<file path="src/verilog/cgd_map.svh">
`ifndef CGD_MAP_SVH
`define CGD_MAP_SVH

// Register offsets on the plain port
`define CGD_ADDR_TRIM 8'h00
`define CGD_ADDR_DIV 8'h01
`define CGD_ADDR_AUX1 8'h02
`define CGD_ADDR_STAT 8'h03

// Field positions
`define CGD_TRIM_RC_OSC_CLOCK_BIT 7
`define CGD_TRIM_CLOCK_OUT_ENABLE_BIT 6
`define CGD_AUX1_LP_BIT 7
`define CGD_STAT_RUN_BIT 7
`define CGD_STAT_AVAIL_BIT 6
`define CGD_STAT_DRIVE_BIT 5

// Reset values
`define CGD_DIV_RST 8'h00
`define CGD_LP_RST 1'h0
`define CGD_CLOCK_OUT_ENABLE_POR 1'h0
`define CGD_RC_OSC_CLOCK_POR 1'h0

// Oscillator source codes held in configuration
`define CGD_SRC_XTAL_LOW 3'h0
`define CGD_SRC_XTAL_MED 3'h1
`define CGD_SRC_XTAL_HIGH 3'h2
`define CGD_SRC_RC 3'h3
`define CGD_SRC_WDT 3'h4
`define CGD_SRC_EXT 3'h5

// Wake-up delay
`define CGD_XTAL_ROOT_CYC 10'h3e0
`define CGD_OTHER_ROOT_CYC 10'h0e0
`define CGD_WAKE_US_MIN 60
`define CGD_CLK_MHZ 10

`endif

</file>
<file path="src/verilog/cgd_pkg.sv">
`default_nettype none
`include "cgd_map.svh"

package cgd_pkg;

  typedef enum logic [1:0] {CGD_WK_ROOT, CGD_WK_US, CGD_WK_DONE} cgd_wake_st_t;

  typedef struct packed {
    cgd_wake_st_t st;
    logic [9:0] cnt;
  } cgd_wake_state_t;

  typedef struct packed {
    logic [2:0] cfg;
    logic [5:0] trim;
    logic rc_osc_clock;
    logic clkout_en;
    logic [7:0] div_reg;
    logic [7:0] div_act;
    logic [7:0] div_cnt;
    logic lp;
    logic root_q;
    logic running;
    logic cpu_clk;
    logic per_clk;
    logic mc_phase;
    logic mc_start;
    logic drive;
    logic pin_o;
    logic pin_oe_n;
    logic port_in;
    logic [7:0] rdata;
  } cgd_state_t;

  function automatic logic cgd_is_crystal(input logic [2:0] src);
    cgd_is_crystal = (src == `CGD_SRC_XTAL_LOW) || (src == `CGD_SRC_XTAL_MED) || (src == `CGD_SRC_XTAL_HIGH);
  endfunction : cgd_is_crystal

  function automatic logic cgd_root_level(input logic [2:0] src, input logic wdt, input logic rc,
                                          input logic xtal, input logic ext);
    case (src)
      `CGD_SRC_RC: cgd_root_level = rc;
      `CGD_SRC_WDT: cgd_root_level = wdt;
      `CGD_SRC_EXT: cgd_root_level = ext;
      default: cgd_root_level = xtal;
    endcase
  endfunction : cgd_root_level

endpackage : cgd_pkg

`default_nettype wire

</file>
<file path="src/verilog/cgd_wake_timer.sv">
`default_nettype none
`include "cgd_map.svh"

module cgd_wake_timer (
  // Clock and reset
  input wire logic sys_clk,
  input wire logic rst,
  // Control
  input wire logic restart,
  input wire logic root_tick,
  input wire logic crystal,
  // Status
  output logic done
);

  localparam logic [9:0] US_CYC = 10'(`CGD_WAKE_US_MIN * `CGD_CLK_MHZ);

  cgd_pkg::cgd_wake_state_t s_reg;
  cgd_pkg::cgd_wake_state_t s_next;
  logic [9:0] limit;

  assign limit = crystal ? `CGD_XTAL_ROOT_CYC : `CGD_OTHER_ROOT_CYC;

  always_comb begin
    s_next = s_reg;
    case (s_reg.st)
      cgd_pkg::CGD_WK_ROOT: begin
        if (root_tick) begin
          if (s_reg.cnt == limit - 10'h001) begin
            s_next.st = cgd_pkg::CGD_WK_US;
            s_next.cnt = 10'h000;
          end else begin
            s_next.cnt = s_reg.cnt + 10'h001;
          end
        end
      end
      cgd_pkg::CGD_WK_US: begin
        if (s_reg.cnt == US_CYC - 10'h001) begin
          s_next.st = cgd_pkg::CGD_WK_DONE;
          s_next.cnt = 10'h000;
        end else begin
          s_next.cnt = s_reg.cnt + 10'h001;
        end
      end
      cgd_pkg::CGD_WK_DONE: begin
        s_next.cnt = 10'h000;
      end
      default: begin
        s_next.st = cgd_pkg::CGD_WK_ROOT;
        s_next.cnt = 10'h000;
      end
    endcase
    if (rst || restart) begin
      s_next.st = cgd_pkg::CGD_WK_ROOT;
      s_next.cnt = 10'h000;
    end
  end

  always_ff @(posedge sys_clk) begin
    s_reg <= s_next;
  end

  assign done = (s_reg.st == cgd_pkg::CGD_WK_DONE);
endmodule : cgd_wake_timer

`default_nettype wire

</file>
<file path="src/verilog/cgd_clock_gen.sv">
// How it works
// - A machine cycle is two CPU clock cycles; a start pulse marks each.
// - Peripheral clock toggles on each CPU clock rise, giving half rate.
// - Root clock is chosen from watchdog, RC, crystal or external source.
// - Source choice comes from configuration captured at reset, not software.
// - Clock output only when neither main clock nor RTC uses the crystal.
// - Clock output is driven onto the pin only while the enable bit is set.
// - Clock output runs at half the CPU clock rate.
// - Six-bit trim field loads factory value at power-on reset, writable by software.
// - Trim loads only on power-on reset; other resets keep it.
// - With non-crystal source the pin serves the port or clock output.
// - Crystal sources hold CPU clock 992 root cycles plus fixed interval.
// - Other sources hold CPU clock 224 root cycles plus fixed interval.
// - CPU clock is root clock divided by a programmable factor up to 510.
// - A new divider value is accepted any time without stopping execution.
// - Low-power bit clears on every reset; software sets it when slow enough.
`default_nettype none
`include "cgd_map.svh"

module cgd_clock_gen (
  // Clock and reset
  input wire logic sys_clk,
  input wire logic rst,
  input wire logic por_reset,
  // Configuration and factory values
  input wire logic [2:0] cfg_osc_sel,
  input wire logic [5:0] factory_trim,
  input wire logic rtc_uses_crystal,
  // Oscillator levels
  input wire logic wdt_osc_level,
  input wire logic rc_osc_level,
  input wire logic xtal_osc_level,
  input wire logic ext_clk_level,
  // Wake from power-down
  input wire logic wake_request,
  // Register port
  input wire logic [7:0] reg_addr,
  input wire logic [7:0] reg_wdata,
  input wire logic reg_wr,
  input wire logic reg_rd,
  output logic [7:0] reg_rdata,
  // Crystal output / clock output pin
  input wire logic crystal_out_clock_out_pin_i,
  output logic crystal_out_clock_out_pin_o,
  output logic crystal_out_clock_out_pin_oe_n,
  // Port function of that pin
  input wire logic port_out_data,
  input wire logic port_out_oe_n,
  output logic port_in_data,
  // Clocks and status
  output logic osc_root_clock,
  output logic cpu_core_clock,
  output logic periph_clock,
  output logic machine_cycle_start,
  output logic cpu_clock_running,
  output logic [5:0] rc_osc_trim,
  output logic rc_osc_clock_select,
  output logic low_power_clock_select
);

  cgd_pkg::cgd_state_t s_reg;
  cgd_pkg::cgd_state_t s_next;
  logic root_now;
  logic root_tick;
  logic cpu_rise;
  logic avail;
  logic port_mode;
  logic wake_done;

  assign root_now = cgd_pkg::cgd_root_level(s_reg.cfg, wdt_osc_level, rc_osc_level,
                                            xtal_osc_level, ext_clk_level);
  assign root_tick = root_now & ~s_reg.root_q;

  assign avail = !cgd_pkg::cgd_is_crystal(s_reg.cfg) && !rtc_uses_crystal;
  assign port_mode = !cgd_pkg::cgd_is_crystal(s_reg.cfg);

  cgd_wake_timer u_wake (
    .sys_clk(sys_clk),
    .rst(rst),
    .restart(wake_request),
    .root_tick(root_tick),
    .crystal(cgd_pkg::cgd_is_crystal(s_reg.cfg)),
    .done(wake_done)
  );

  always_comb begin
    s_next = s_reg;
    s_next.mc_start = 1'b0;
    s_next.rdata = 8'h00;
    s_next.root_q = root_now;
    s_next.running = wake_done && !wake_request;
    s_next.port_in = crystal_out_clock_out_pin_i;

    if (!s_reg.running) begin
      s_next.cpu_clk = 1'b0;
      s_next.div_cnt = 8'h00;
    end else if (s_reg.div_act == 8'h00) begin
      s_next.cpu_clk = root_now;
    end else if (root_tick) begin
      if (s_reg.div_cnt == s_reg.div_act - 8'h01) begin
        s_next.div_cnt = 8'h00;
        s_next.cpu_clk = ~s_reg.cpu_clk;
      end else begin
        s_next.div_cnt = s_reg.div_cnt + 8'h01;
      end
    end

    cpu_rise = s_next.cpu_clk & ~s_reg.cpu_clk;
    if (cpu_rise) begin
      s_next.div_act = s_reg.div_reg;
      s_next.div_cnt = 8'h00;
      s_next.per_clk = ~s_reg.per_clk;
      s_next.mc_phase = ~s_reg.mc_phase;
      s_next.mc_start = ~s_reg.mc_phase;
    end

    s_next.drive = avail && s_reg.clkout_en;
    if (s_next.drive) begin
      s_next.pin_o = s_next.per_clk;
      s_next.pin_oe_n = 1'b0;
    end else if (port_mode) begin
      s_next.pin_o = port_out_data;
      s_next.pin_oe_n = port_out_oe_n;
    end else begin
      // Crystal owns the pin
      s_next.pin_o = 1'b0;
      s_next.pin_oe_n = 1'b1;
    end

    if (reg_wr) begin
      case (reg_addr)
        `CGD_ADDR_TRIM: begin
          s_next.trim = reg_wdata[5:0];
          s_next.clkout_en = reg_wdata[`CGD_TRIM_CLOCK_OUT_ENABLE_BIT];
          s_next.rc_osc_clock = reg_wdata[`CGD_TRIM_RC_OSC_CLOCK_BIT];
        end
        `CGD_ADDR_DIV: s_next.div_reg = reg_wdata;
        `CGD_ADDR_AUX1: s_next.lp = reg_wdata[`CGD_AUX1_LP_BIT];
        default: ;
      endcase
    end

    if (reg_rd) begin
      case (reg_addr)
        `CGD_ADDR_TRIM: s_next.rdata = {s_reg.rc_osc_clock, s_reg.clkout_en, s_reg.trim};
        `CGD_ADDR_DIV: s_next.rdata = s_reg.div_reg;
        `CGD_ADDR_AUX1: s_next.rdata = {s_reg.lp, 7'h00};
        `CGD_ADDR_STAT: begin
          s_next.rdata = {5'h00, s_reg.cfg};
          s_next.rdata[`CGD_STAT_RUN_BIT] = s_reg.running;
          s_next.rdata[`CGD_STAT_AVAIL_BIT] = avail;
          s_next.rdata[`CGD_STAT_DRIVE_BIT] = s_reg.drive;
        end
        default: s_next.rdata = 8'h00;
      endcase
    end

    if (rst) begin
      s_next = '0;
      s_next.cfg = cfg_osc_sel;
      s_next.trim = por_reset ? factory_trim : s_reg.trim;
      s_next.clkout_en = por_reset ? `CGD_CLOCK_OUT_ENABLE_POR : s_reg.clkout_en;
      s_next.rc_osc_clock = por_reset ? `CGD_RC_OSC_CLOCK_POR : s_reg.rc_osc_clock;
      s_next.lp = `CGD_LP_RST;
      s_next.div_reg = `CGD_DIV_RST;
      s_next.div_act = `CGD_DIV_RST;
      s_next.pin_oe_n = 1'b1;
    end
  end

  always_ff @(posedge sys_clk) begin
    s_reg <= s_next;
  end

  assign reg_rdata = s_reg.rdata;
  assign crystal_out_clock_out_pin_o = s_reg.pin_o;
  assign crystal_out_clock_out_pin_oe_n = s_reg.pin_oe_n;
  assign port_in_data = s_reg.port_in;
  assign osc_root_clock = s_reg.root_q;
  assign cpu_core_clock = s_reg.cpu_clk;
  assign periph_clock = s_reg.per_clk;
  assign machine_cycle_start = s_reg.mc_start;
  assign cpu_clock_running = s_reg.running;
  assign rc_osc_trim = s_reg.trim;
  assign rc_osc_clock_select = s_reg.rc_osc_clock;
  assign low_power_clock_select = s_reg.lp;
endmodule : cgd_clock_gen

`default_nettype wire

</file>
<file path="config.mk">
export PLATFORM = sky130hd
export DESIGN_NAME = cgd_clock_gen
export DESIGN_NICKNAME = d
export VERILOG_FILES = /design/src/verilog/cgd_pkg.sv /design/src/verilog/cgd_wake_timer.sv /design/src/verilog/cgd_clock_gen.sv
export VERILOG_INCLUDE_DIRS = /design/src /design/src/verilog
export SDC_FILE = /design/constraint.sdc
export NUM_CORES = 1
export LEC_CHECK = 0
export BUFFER_PORTS_ARGS = -buffer_cell sky130_fd_sc_hd__buf_4
export CAP_MARGIN = 25
export CORE_UTILIZATION = 55
export DETAILED_ROUTE_END_ITERATION = 10
export PLACE_DENSITY = 0.79
export SLEW_MARGIN = 40
export SYNTH_ARGS = -nofsm -noshare
export SYNTH_HDL_FRONTEND = slang
export SYNTH_SLANG_ARGS = --single-unit
</file>
<file path="constraint.sdc">
create_clock -name sys_clk -period 2.8 [get_ports sys_clk]
set_input_delay 0 -clock sys_clk [delete_from_list [all_inputs] [get_ports sys_clk]]
set_output_delay 0 -clock sys_clk [all_outputs]
set_load 0.01 [all_outputs]
</file>
==> flow_summary.toml, run 1 <==
[critical_path]
startpoint_type = "flip-flop"
required_ns = 3.06
reg2reg_slack_ns = 0.49
arrival_ns = 2.57
path_class = "flip-flop to flip-flop"
cp-end-kind = "flip-flop"
cp_max_fo = 6

[clock_tree]
htreeDepth = 3
cts_tree = "yes"
cts_max_path_buffers = 2
path_clk_slew_ns = 0.07
cts_sinks = 66
cts_resized = 0
cts-root-buf = "clkbuf_8"
cts_setup_buffers = 0
cts_made_buffers = 9
clock_latency_ns = 0.33

[cells_and_area]
final_cell_mix = "67 x buf_4, 55 x dfxtp_1, 46 x nand2_1, 33 x nor2_1, 31 x a21oi_1"
diodes = 0
drive_gt1_frac = 0.2013
area_delta_synth_final_pct = 24.63
final_common_cell = "buf_4"
fin_nets = 485
largest_register_ffs = 30

[placement]
hpwlAfterDp_mm = 5.322
port_buffers = 62
gp_congestion = 0.8934

[global_routing]
gr-total-overflow = 0
grt_max_degree = 53
grt_antenna_before_repair = 0
grt_pass1_vias = 2738
grt_pass1_wl_mm = 12.59
track_usage = 0.2628

[timing]
worstMarginPinSlew_ns = 0.7095
relSlewSlack = 0.5208
finalCritPeriodShare = 0.8252
drv_slew = 0
skew_ns = 0.008325
hold_viol = 0
fmax_mhz = 432.8
whs_ns = 0.06892
rsz0062_at_grt = "no"
period_minus_slack_ns = 2.310
setup_viol = 0
tns_ns = 0

[logic_synthesis]
yosysSeqAreaShare = 0.4355
synth_flop_cell = "dfxtp_1"
synthArstFlopShare = 0
netlist_instances = 376
synth-seq-cells = 66
synth-edff-count = 11
yosys_warnings = 0
syn-cell-area_um2 = 3287
postSynthAreaPerCell_um2 = 8.742
synth_cell_type_count = 50
syn_nets = 419

[floorplanning]
core_area_um2 = 5642
num_rows = 27
boundaryPins = 63
die_h_um = 79.31
fp.dieArea_um2 = 6289
fp.dieW_um = 79.31
initial_core_util = 0.5826

[routing]
wl_per_cell_um = 14.84
initialDrtViolationCount = 150
routed-via-count = 2896
drc = 0
totalWireLength_mm = 7.701
drtPass1Iterations = 4
ant_nets = 0
vias_per_cell = 5.580

[power]
power_leakage_uw = 0.001504
power.density_nw_per_um2 = 477.0
peakVddDrop_v = 0.0003964

[outcome]
status = "finished clean"

[min_path]
worstHoldPathType = "input port to flip-flop"

[job]
drv_cap = 0
synth_stat cells, types with 5 or more instances:
cell type  instances  area, um2
nor3_1             9      45.04
o21ai_0           17      85.08
mux2i_1            7      70.07
and3_1             5      31.28
a31oi_1            6      37.54
nor2_1            33      123.9
buf_4             14      105.1
inv_1              8      30.03
dfxtp_1           55       1101
nand2_1           46      172.7
edfxtp_1          11      330.3
xnor2_1           22      192.7
clkbuf_1          16      60.06
nand3_1           22      110.1
a21oi_1           31      155.2
a211oi_1           5      37.54
worst max-delay path, cell delays in order, from the launching register on:
cell     delay, ns
dfxtp_1       0.41
inv_1         0.09
ha_1          0.22
nor3b_2       0.18
and3_1        0.20
nor4_2        0.28
nand3_1       0.28
o41a_1        0.44
a21oi_1       0.14
through the flow:
stage	cells	power, uW	setup slack (ns)	util	cell area (um2)
floorplan	376	1110	0.6971	-	3287
global placement	482	1188	0.6549	0.6547	3694
detailed placement	482	1189	0.5346	0.6547	3694
CTS	519	1963	0.4897	0.7261	4096
global route	519	2038	0.2608	0.7261	4096
finish	519	1954	0.4896	0.7261	4096
routing by layer:
layer | wire, um | track usage | share of wire | vias to the layer above
li1 | - | - | - | 1446
met1 | 3419 | 0.3218 | 0.44 | 1365
met2 | 3870 | 0.4500 | 0.50 | 79
met3 | 357 | 0.06897 | 0.046 | 6
met4 | 55 | 0.07818 | 0.0071 | 0
met5 | 0 | 0 | 0 | -
path summary, 6_finish.rpt:
| path | from | endpoint | depth (start not counted) |
|---|---|---|---|
| worst max-delay path | s_reg[27] | cpu_core_clock | 8 |
| worst min-delay path | rtc_uses_crystal | s_reg[11] | 4 |
| worst max register to register | s_reg[27] | cpu_core_clock | 8 |
| worst min register to register | s_reg[13] | machine_cycle_start | 1 |
layout make-up:
cell class                 instances  area, um2
timing repair buffer              88      713.2
clock inverter                     1      5.005
inverter                           8      30.03
tap                               72      90.09
sequential                        66       1431
clock buffer                      15      187.7
fill                             421       1545
multi-input combinational        269       1639
report_power, final:
part,leakage (uW),total [uW],internal [uW],switching [uW]
Clock,0.0000989,759,424,335
Combinational,0.000861,196,103,93.6
Sequential,0.000544,998,985,13.9
cells by family (layout without fill, tap and decap cells):
family	after synthesis	in the layout	share of synthesized area
and+or+nand+nor	155	155	0.2436
AOI/OAI and AO/OA	74	74	0.1355
DFF	66	66	0.4355
buffers and inverters	41	112	0.06586
xor gates and xnor gates	26	26	0.06928
muxes	10	10	0.03502
adders and majority gates	4	4	0.01523
repair_timing:
action                     CTS  global route
hold buffers                21             0
hold endpoints to repair    26             0
setup endpoints to repair    0             0
Note: power is estimated with default switching activity, not from simulation.
==> run 2, diff against run 1 <==
--- a/config.mk
+++ b/config.mk
@@ -8,9 +8,9 @@
 export LEC_CHECK = 0
 export BUFFER_PORTS_ARGS = -buffer_cell sky130_fd_sc_hd__buf_4
 export CAP_MARGIN = 25
-export CORE_UTILIZATION = 55
+export CORE_UTILIZATION = 50
 export DETAILED_ROUTE_END_ITERATION = 10
-export PLACE_DENSITY = 0.79
+export PLACE_DENSITY = 0.76
 export SLEW_MARGIN = 40
 export SYNTH_ARGS = -nofsm -noshare
 export SYNTH_HDL_FRONTEND = slang
==> constraint.sdc (replaced) <==
create_clock -name sys_clk -period 2.1 [get_ports sys_clk]
set_input_delay 0 -clock sys_clk [delete_from_list [all_inputs] [get_ports sys_clk]]
set_output_delay 0 -clock sys_clk [all_outputs]
set_load 0.01 [all_outputs]
==> run 2 against run 1 <==
  * Clock power rose by 52%
  * Wire length increased by 7.9%
  * Clock skew is 0.0059 ns higher
  * Non-clock buffer count rose by 13
  * Critical path depth increased by 1
  * Core utilization shrank 3.9 points
  * Highest routed layer unchanged
  * Critical path type unchanged
==> flow_summary.toml, run 2 (synthesis results as in run 1) <==
[global_routing]
grt_pass1_wl_mm = 13.43
grt_antenna_before_repair = 0
gr-total-overflow = 0
track_usage = 0.2438
grt_max_degree = 28
grt_pass1_vias = 2882

[timing]
skew_ns = 0.01420
worstMarginPinSlew_ns = 0.5763
fmax_mhz = 495.3
relSlewSlack = 0.6144
period_minus_slack_ns = 2.019
drv_slew = 0
setup_viol = 0
hold_viol = 0
tns_ns = 0
rsz0062_at_grt = "no"
finalCritPeriodShare = 0.9614

[routing]
routed-via-count = 3025
totalWireLength_mm = 8.312
drc = 0
initialDrtViolationCount = 151
vias_per_cell = 5.633
ant_nets = 0
drtPass1Iterations = 4
wl_per_cell_um = 15.48

[floorplanning]
fp.dieW_um = 83.08
initial_core_util = 0.5176
die_h_um = 83.08
num_rows = 29
boundaryPins = 63
fp.dieArea_um2 = 6902
core_area_um2 = 6350

[cells_and_area]
largest_register_ffs = 30
fin_nets = 498
diodes = 0
final_cell_mix = "77 x buf_4, 53 x dfxtp_1, 46 x nand2_1, 32 x nor2_1, 28 x a21oi_1"
area_delta_synth_final_pct = 32.74
utilization = 0.6871
drive_gt1_frac = 0.2717
final_cells = 537
final_common_cell = "buf_4"

[clock_tree]
path_clk_slew_ns = 0.07
cts_tree = "yes"
htreeDepth = 3
cts_made_buffers = 9
cts-root-buf = "clkbuf_8"
cts_max_path_buffers = 2
cts_sinks = 66
clock_latency_ns = 0.34

[outcome]
status = "finished clean"

[min_path]
worstHoldPathType = "input port to flip-flop"

[power]
power.density_nw_per_um2 = 635.0
power_leakage_uw = 0.001607
peakVddDrop_v = 0.0005671

[critical_path]
required_ns = 2.35
cp-end-kind = "flip-flop"
path_class = "flip-flop to flip-flop"
startpoint_type = "flip-flop"
cp_max_fo = 8
arrival_ns = 2.27

[placement]
gp_congestion = 0.8769
hpwlAfterDp_mm = 5.752
dp_cells = 498
port_buffers = 62

[job]
drv_cap = 0
[run 2: cell types whose count changed in the layout (fill, tap and decap cells not counted), sizes merged]
cell    before  now
buf         67   80
bufinv       0    2
clkbuf      15   13
[run 2: final timing paths]
check | start | endpoint | slack, ns | depth (start not counted)
worst min-delay path | por_reset | rc_osc_clock_select | 0.03 | 3
worst max register to register | s_reg[27] | s_reg[24] | 0.08 | 9
worst max-delay path | s_reg[27] | s_reg[24] | 0.08 | 9
worst min register to register | s_reg[13] | machine_cycle_start | 0.46 | 1
[run 2: report_power, final]
group / internal (uW) / leakage, uW / switching [uW]
Sequential: 1310 / 0.000545 / 17.0
Clock: 701 / 0.000108 / 450
Combinational: 153 / 0.000954 / 138
[run 2: what timing repair did]
| item | in CTS | in global routing |
|---|---|---|
| endpoints found under the hold margin | 25 | 0 |
| setup buffers | 0 | 1 |
| setup endpoints to repair | 20 | 25 |
| hold buffers | 21 | 0 |
| gates cloned | 0 | 1 |
| resized for setup | 3 | 29 |
| pin swaps | 0 | 10 |
[run 2: through the flow]
stage,total power (uW),hold WS [ns],worst slack [ns],cell area (um2)
final,2771,0.02838,0.08104,4363
after global routing,2858,0.02809,0.008277,4363
after CTS,2771,0.02253,0.008628,4224
after detailed placement,1604,0.1917,-0.09786,3784
after global placement,1600,0.1863,0.04208,3784
after floorplan,1480,0.07587,0.02680,3288
[run 2: layout make-up]
cell class / instances / area, um2
clock inverter: 3 / 65.06
clock buffer: 13 / 148.9
multi-input combinational: 269 / 1770
tap: 77 / 96.34
timing repair buffer: 101 / 815.8
inverter: 8 / 30.03
fill: 484 / 1987
sequential: 66 / 1436
[run 2: worst max-delay path, stage by stage, from the launching register on]
cell and delay, ns:
dfxtp_4 0.36, inv_2 0.07, ha_4 0.13, nor3b_4 0.26
and3_4 0.24, nor4_4 0.04, buf_4 0.16, and4_4 0.15
or3_4 0.40, nor3_2 0.14
[run 2: metal layers]
metal | routed length [um] | part of all wire | global-route usage
met2 | 4271 | 0.51 | 0.4121
met3 | 396 | 0.048 | 0.04274
met5 | 0 | 0 | 0
met4 | 194 | 0.023 | 0.1223
met1 | 3449 | 0.41 | 0.2987
==> run 3, diff against run 2 <==
--- a/config.mk
+++ b/config.mk
@@ -8,9 +8,9 @@
 export LEC_CHECK = 0
 export BUFFER_PORTS_ARGS = -buffer_cell sky130_fd_sc_hd__buf_4
 export CAP_MARGIN = 25
-export CORE_UTILIZATION = 50
+export CORE_UTILIZATION = 55
 export DETAILED_ROUTE_END_ITERATION = 10
-export PLACE_DENSITY = 0.76
+export PLACE_DENSITY = 0.79
 export SLEW_MARGIN = 40
 export SYNTH_ARGS = -nofsm -noshare
 export SYNTH_HDL_FRONTEND = slang
==> constraint.sdc (replaced) <==
create_clock -name sys_clk -period 2.15 [get_ports sys_clk]
set_input_delay 0 -clock sys_clk [delete_from_list [all_inputs] [get_ports sys_clk]]
set_output_delay 0 -clock sys_clk [all_outputs]
set_load 0.01 [all_outputs]
==> run 3 against run 2 <==
  * Clock power shrank 19%
  * Worst setup slack lost 0.039 ns
  * Sequential power about the same
  * Power down 9.5%
  * Sequential share of layout area is 0.55 points higher
  * Core utilization up 7.2 points
  * Critical path type unchanged
==> flow_summary.toml, run 3 (synthesis results as in run 1) <==
[outcome]
status = "finished clean"

[cells_and_area]
final_common_cell = "buf_4"
fin_nets = 498
largest_register_ffs = 30
multiInputGateArea_um2 = 1743
seqCellArea_um2 = 1433
area_delta_synth_final_pct = 30.22
final_cell_mix = "79 x buf_4, 54 x dfxtp_1, 46 x nand2_1, 32 x nor2_1, 30 x a21oi_1"
nFillCells = 394
diodes = 0
drive_gt1_frac = 0.2565

[critical_path]
path_class = "flip-flop to flip-flop"
path_cells = "nor4_2, nand3_1, or4_1, buf_6, a21o_1, a21oi_1"
crit_buf_inv = 1
startpoint_type = "flip-flop"
max_stage_delay_ns = 0.55
cp-end-kind = "flip-flop"
arrival_ns = 2.36
required_ns = 2.40
critical-path-top-delay-family = "simple AND/OR/NAND/NOR gates"
cp_max_fo = 14
cp_slowest_cell = "or4_1"

[timing]
tns_ns = 0
rsz0062_at_grt = "yes"
drv_slew = 0
hold_viol = 0
worstMarginPinSlew_ns = 0.5359
whs_ns = 0.05045
setup_viol = 0
period_minus_slack_ns = 2.108
relSlewSlack = 0.6335
skew_ns = 0.01155
finalCritPeriodShare = 0.9803
fmax_mhz = 474.5

[floorplanning]
fp.dieW_um = 79.31
num_rows = 27
initial_core_util = 0.5826
boundaryPins = 63
die_h_um = 79.31
core_area_um2 = 5642
fp.dieArea_um2 = 6289

[routing]
drtPass1Iterations = 4
drt-met1-wl_mm = 3.439
dr_wl_met2_mm = 4.193
drc = 0
initialDrtViolationCount = 132
top_layer = "met4"
ant_nets = 0
vias_per_cell = 5.643
wl_per_cell_um = 15.62
totalWireLength_mm = 8.308
met3_length_um = 409
routed-via-count = 3002

[power]
peakVddDrop_v = 0.0005187
power_uw = 2508
power.density_nw_per_um2 = 585.9
power_leakage_uw = 0.001585

[global_routing]
grt_pass1_wl_mm = 13.09
gr-total-overflow = 0
grt_pass1_vias = 2814
grt_max_degree = 53
track_usage = 0.2751
grt_antenna_before_repair = 0

[clock_tree]
cts-root-buf = "clkbuf_8"
htreeDepth = 3
cts_max_path_buffers = 2
cts_sinks = 66
clock_latency_ns = 0.34
cts_made_buffers = 9
path_clk_slew_ns = 0.06
cts_tree = "yes"

[placement]
hpwlAfterDp_mm = 5.509
gp_congestion = 0.8521
port_buffers = 62

[job]
drv_cap = 0

[min_path]
worstHoldPathType = "input port to flip-flop"
[run 3: changes by cell type in the layout (fill, tap and decap cells not counted), sizes merged]
cell    delta
bufinv     -2
clkinv     -1
clkbuf     +3
[run 3: per-stage QoR]
step | std cells | util | setup WS, ns | cell area, um2
2_1_floorplan | 376 | - | 0.04713 | 3287
3_3_place_gp | 493 | 0.6693 | 0.09763 | 3776
3_5_place_dp | 493 | 0.6693 | -0.007578 | 3776
4_1_cts | 530 | 0.7376 | 0.0006894 | 4161
5_1_grt | 532 | 0.7587 | -0.03561 | 4280
6_report | 532 | 0.7587 | 0.04238 | 4280
[run 3: final timing paths]
path,endpoint,start,slack [ns],cells after the start
setup / recovery,periph_clock,s_reg[30],0.04,6
hold / removal,reg_rdata[6],rtc_uses_crystal,0.05,4
setup reg to reg,periph_clock,s_reg[30],0.04,6
hold reg to reg,machine_cycle_start,s_reg[13],0.45,1
[run 3: worst register-to-register path: stages, from the launching register on]
cell and delay (ns):
dfxtp_1 0.39, nor4_2 0.41, nand3_1 0.18, or4_1 0.55, buf_6 0.18, a21o_1 0.17
a21oi_1 0.16
[run 3: repair_timing]
item                                    4_1_cts  5_1_grt
hold buffers                                 21        0
endpoints found under the setup margin        5       27
endpoints found under the hold margin        26        0
resized for setup                             1       26
pin swaps                                     0        7
buffers inserted                              0        2
[run 3: metal layers]
layer	global-route usage	vias up
li1	-	1470
met1	0.3297	1401
met2	0.4543	104
met3	0.05632	27
met4	0.1600	0
met5	0	-
[run 3: where the power goes]
group          internal, uW  switching, uW
Clock                   486            449
Sequential             1280           19.6
Combinational           144            128
[run 3: cell type report]
class | instances | share of cell area
multi-input cells | 269 | 0.4072
flip-flops and latches | 66 | 0.3347
clock buffers | 16 | 0.03975
inverters | 8 | 0.007015
repair buffers | 101 | 0.1903
well taps | 72 | 0.02105
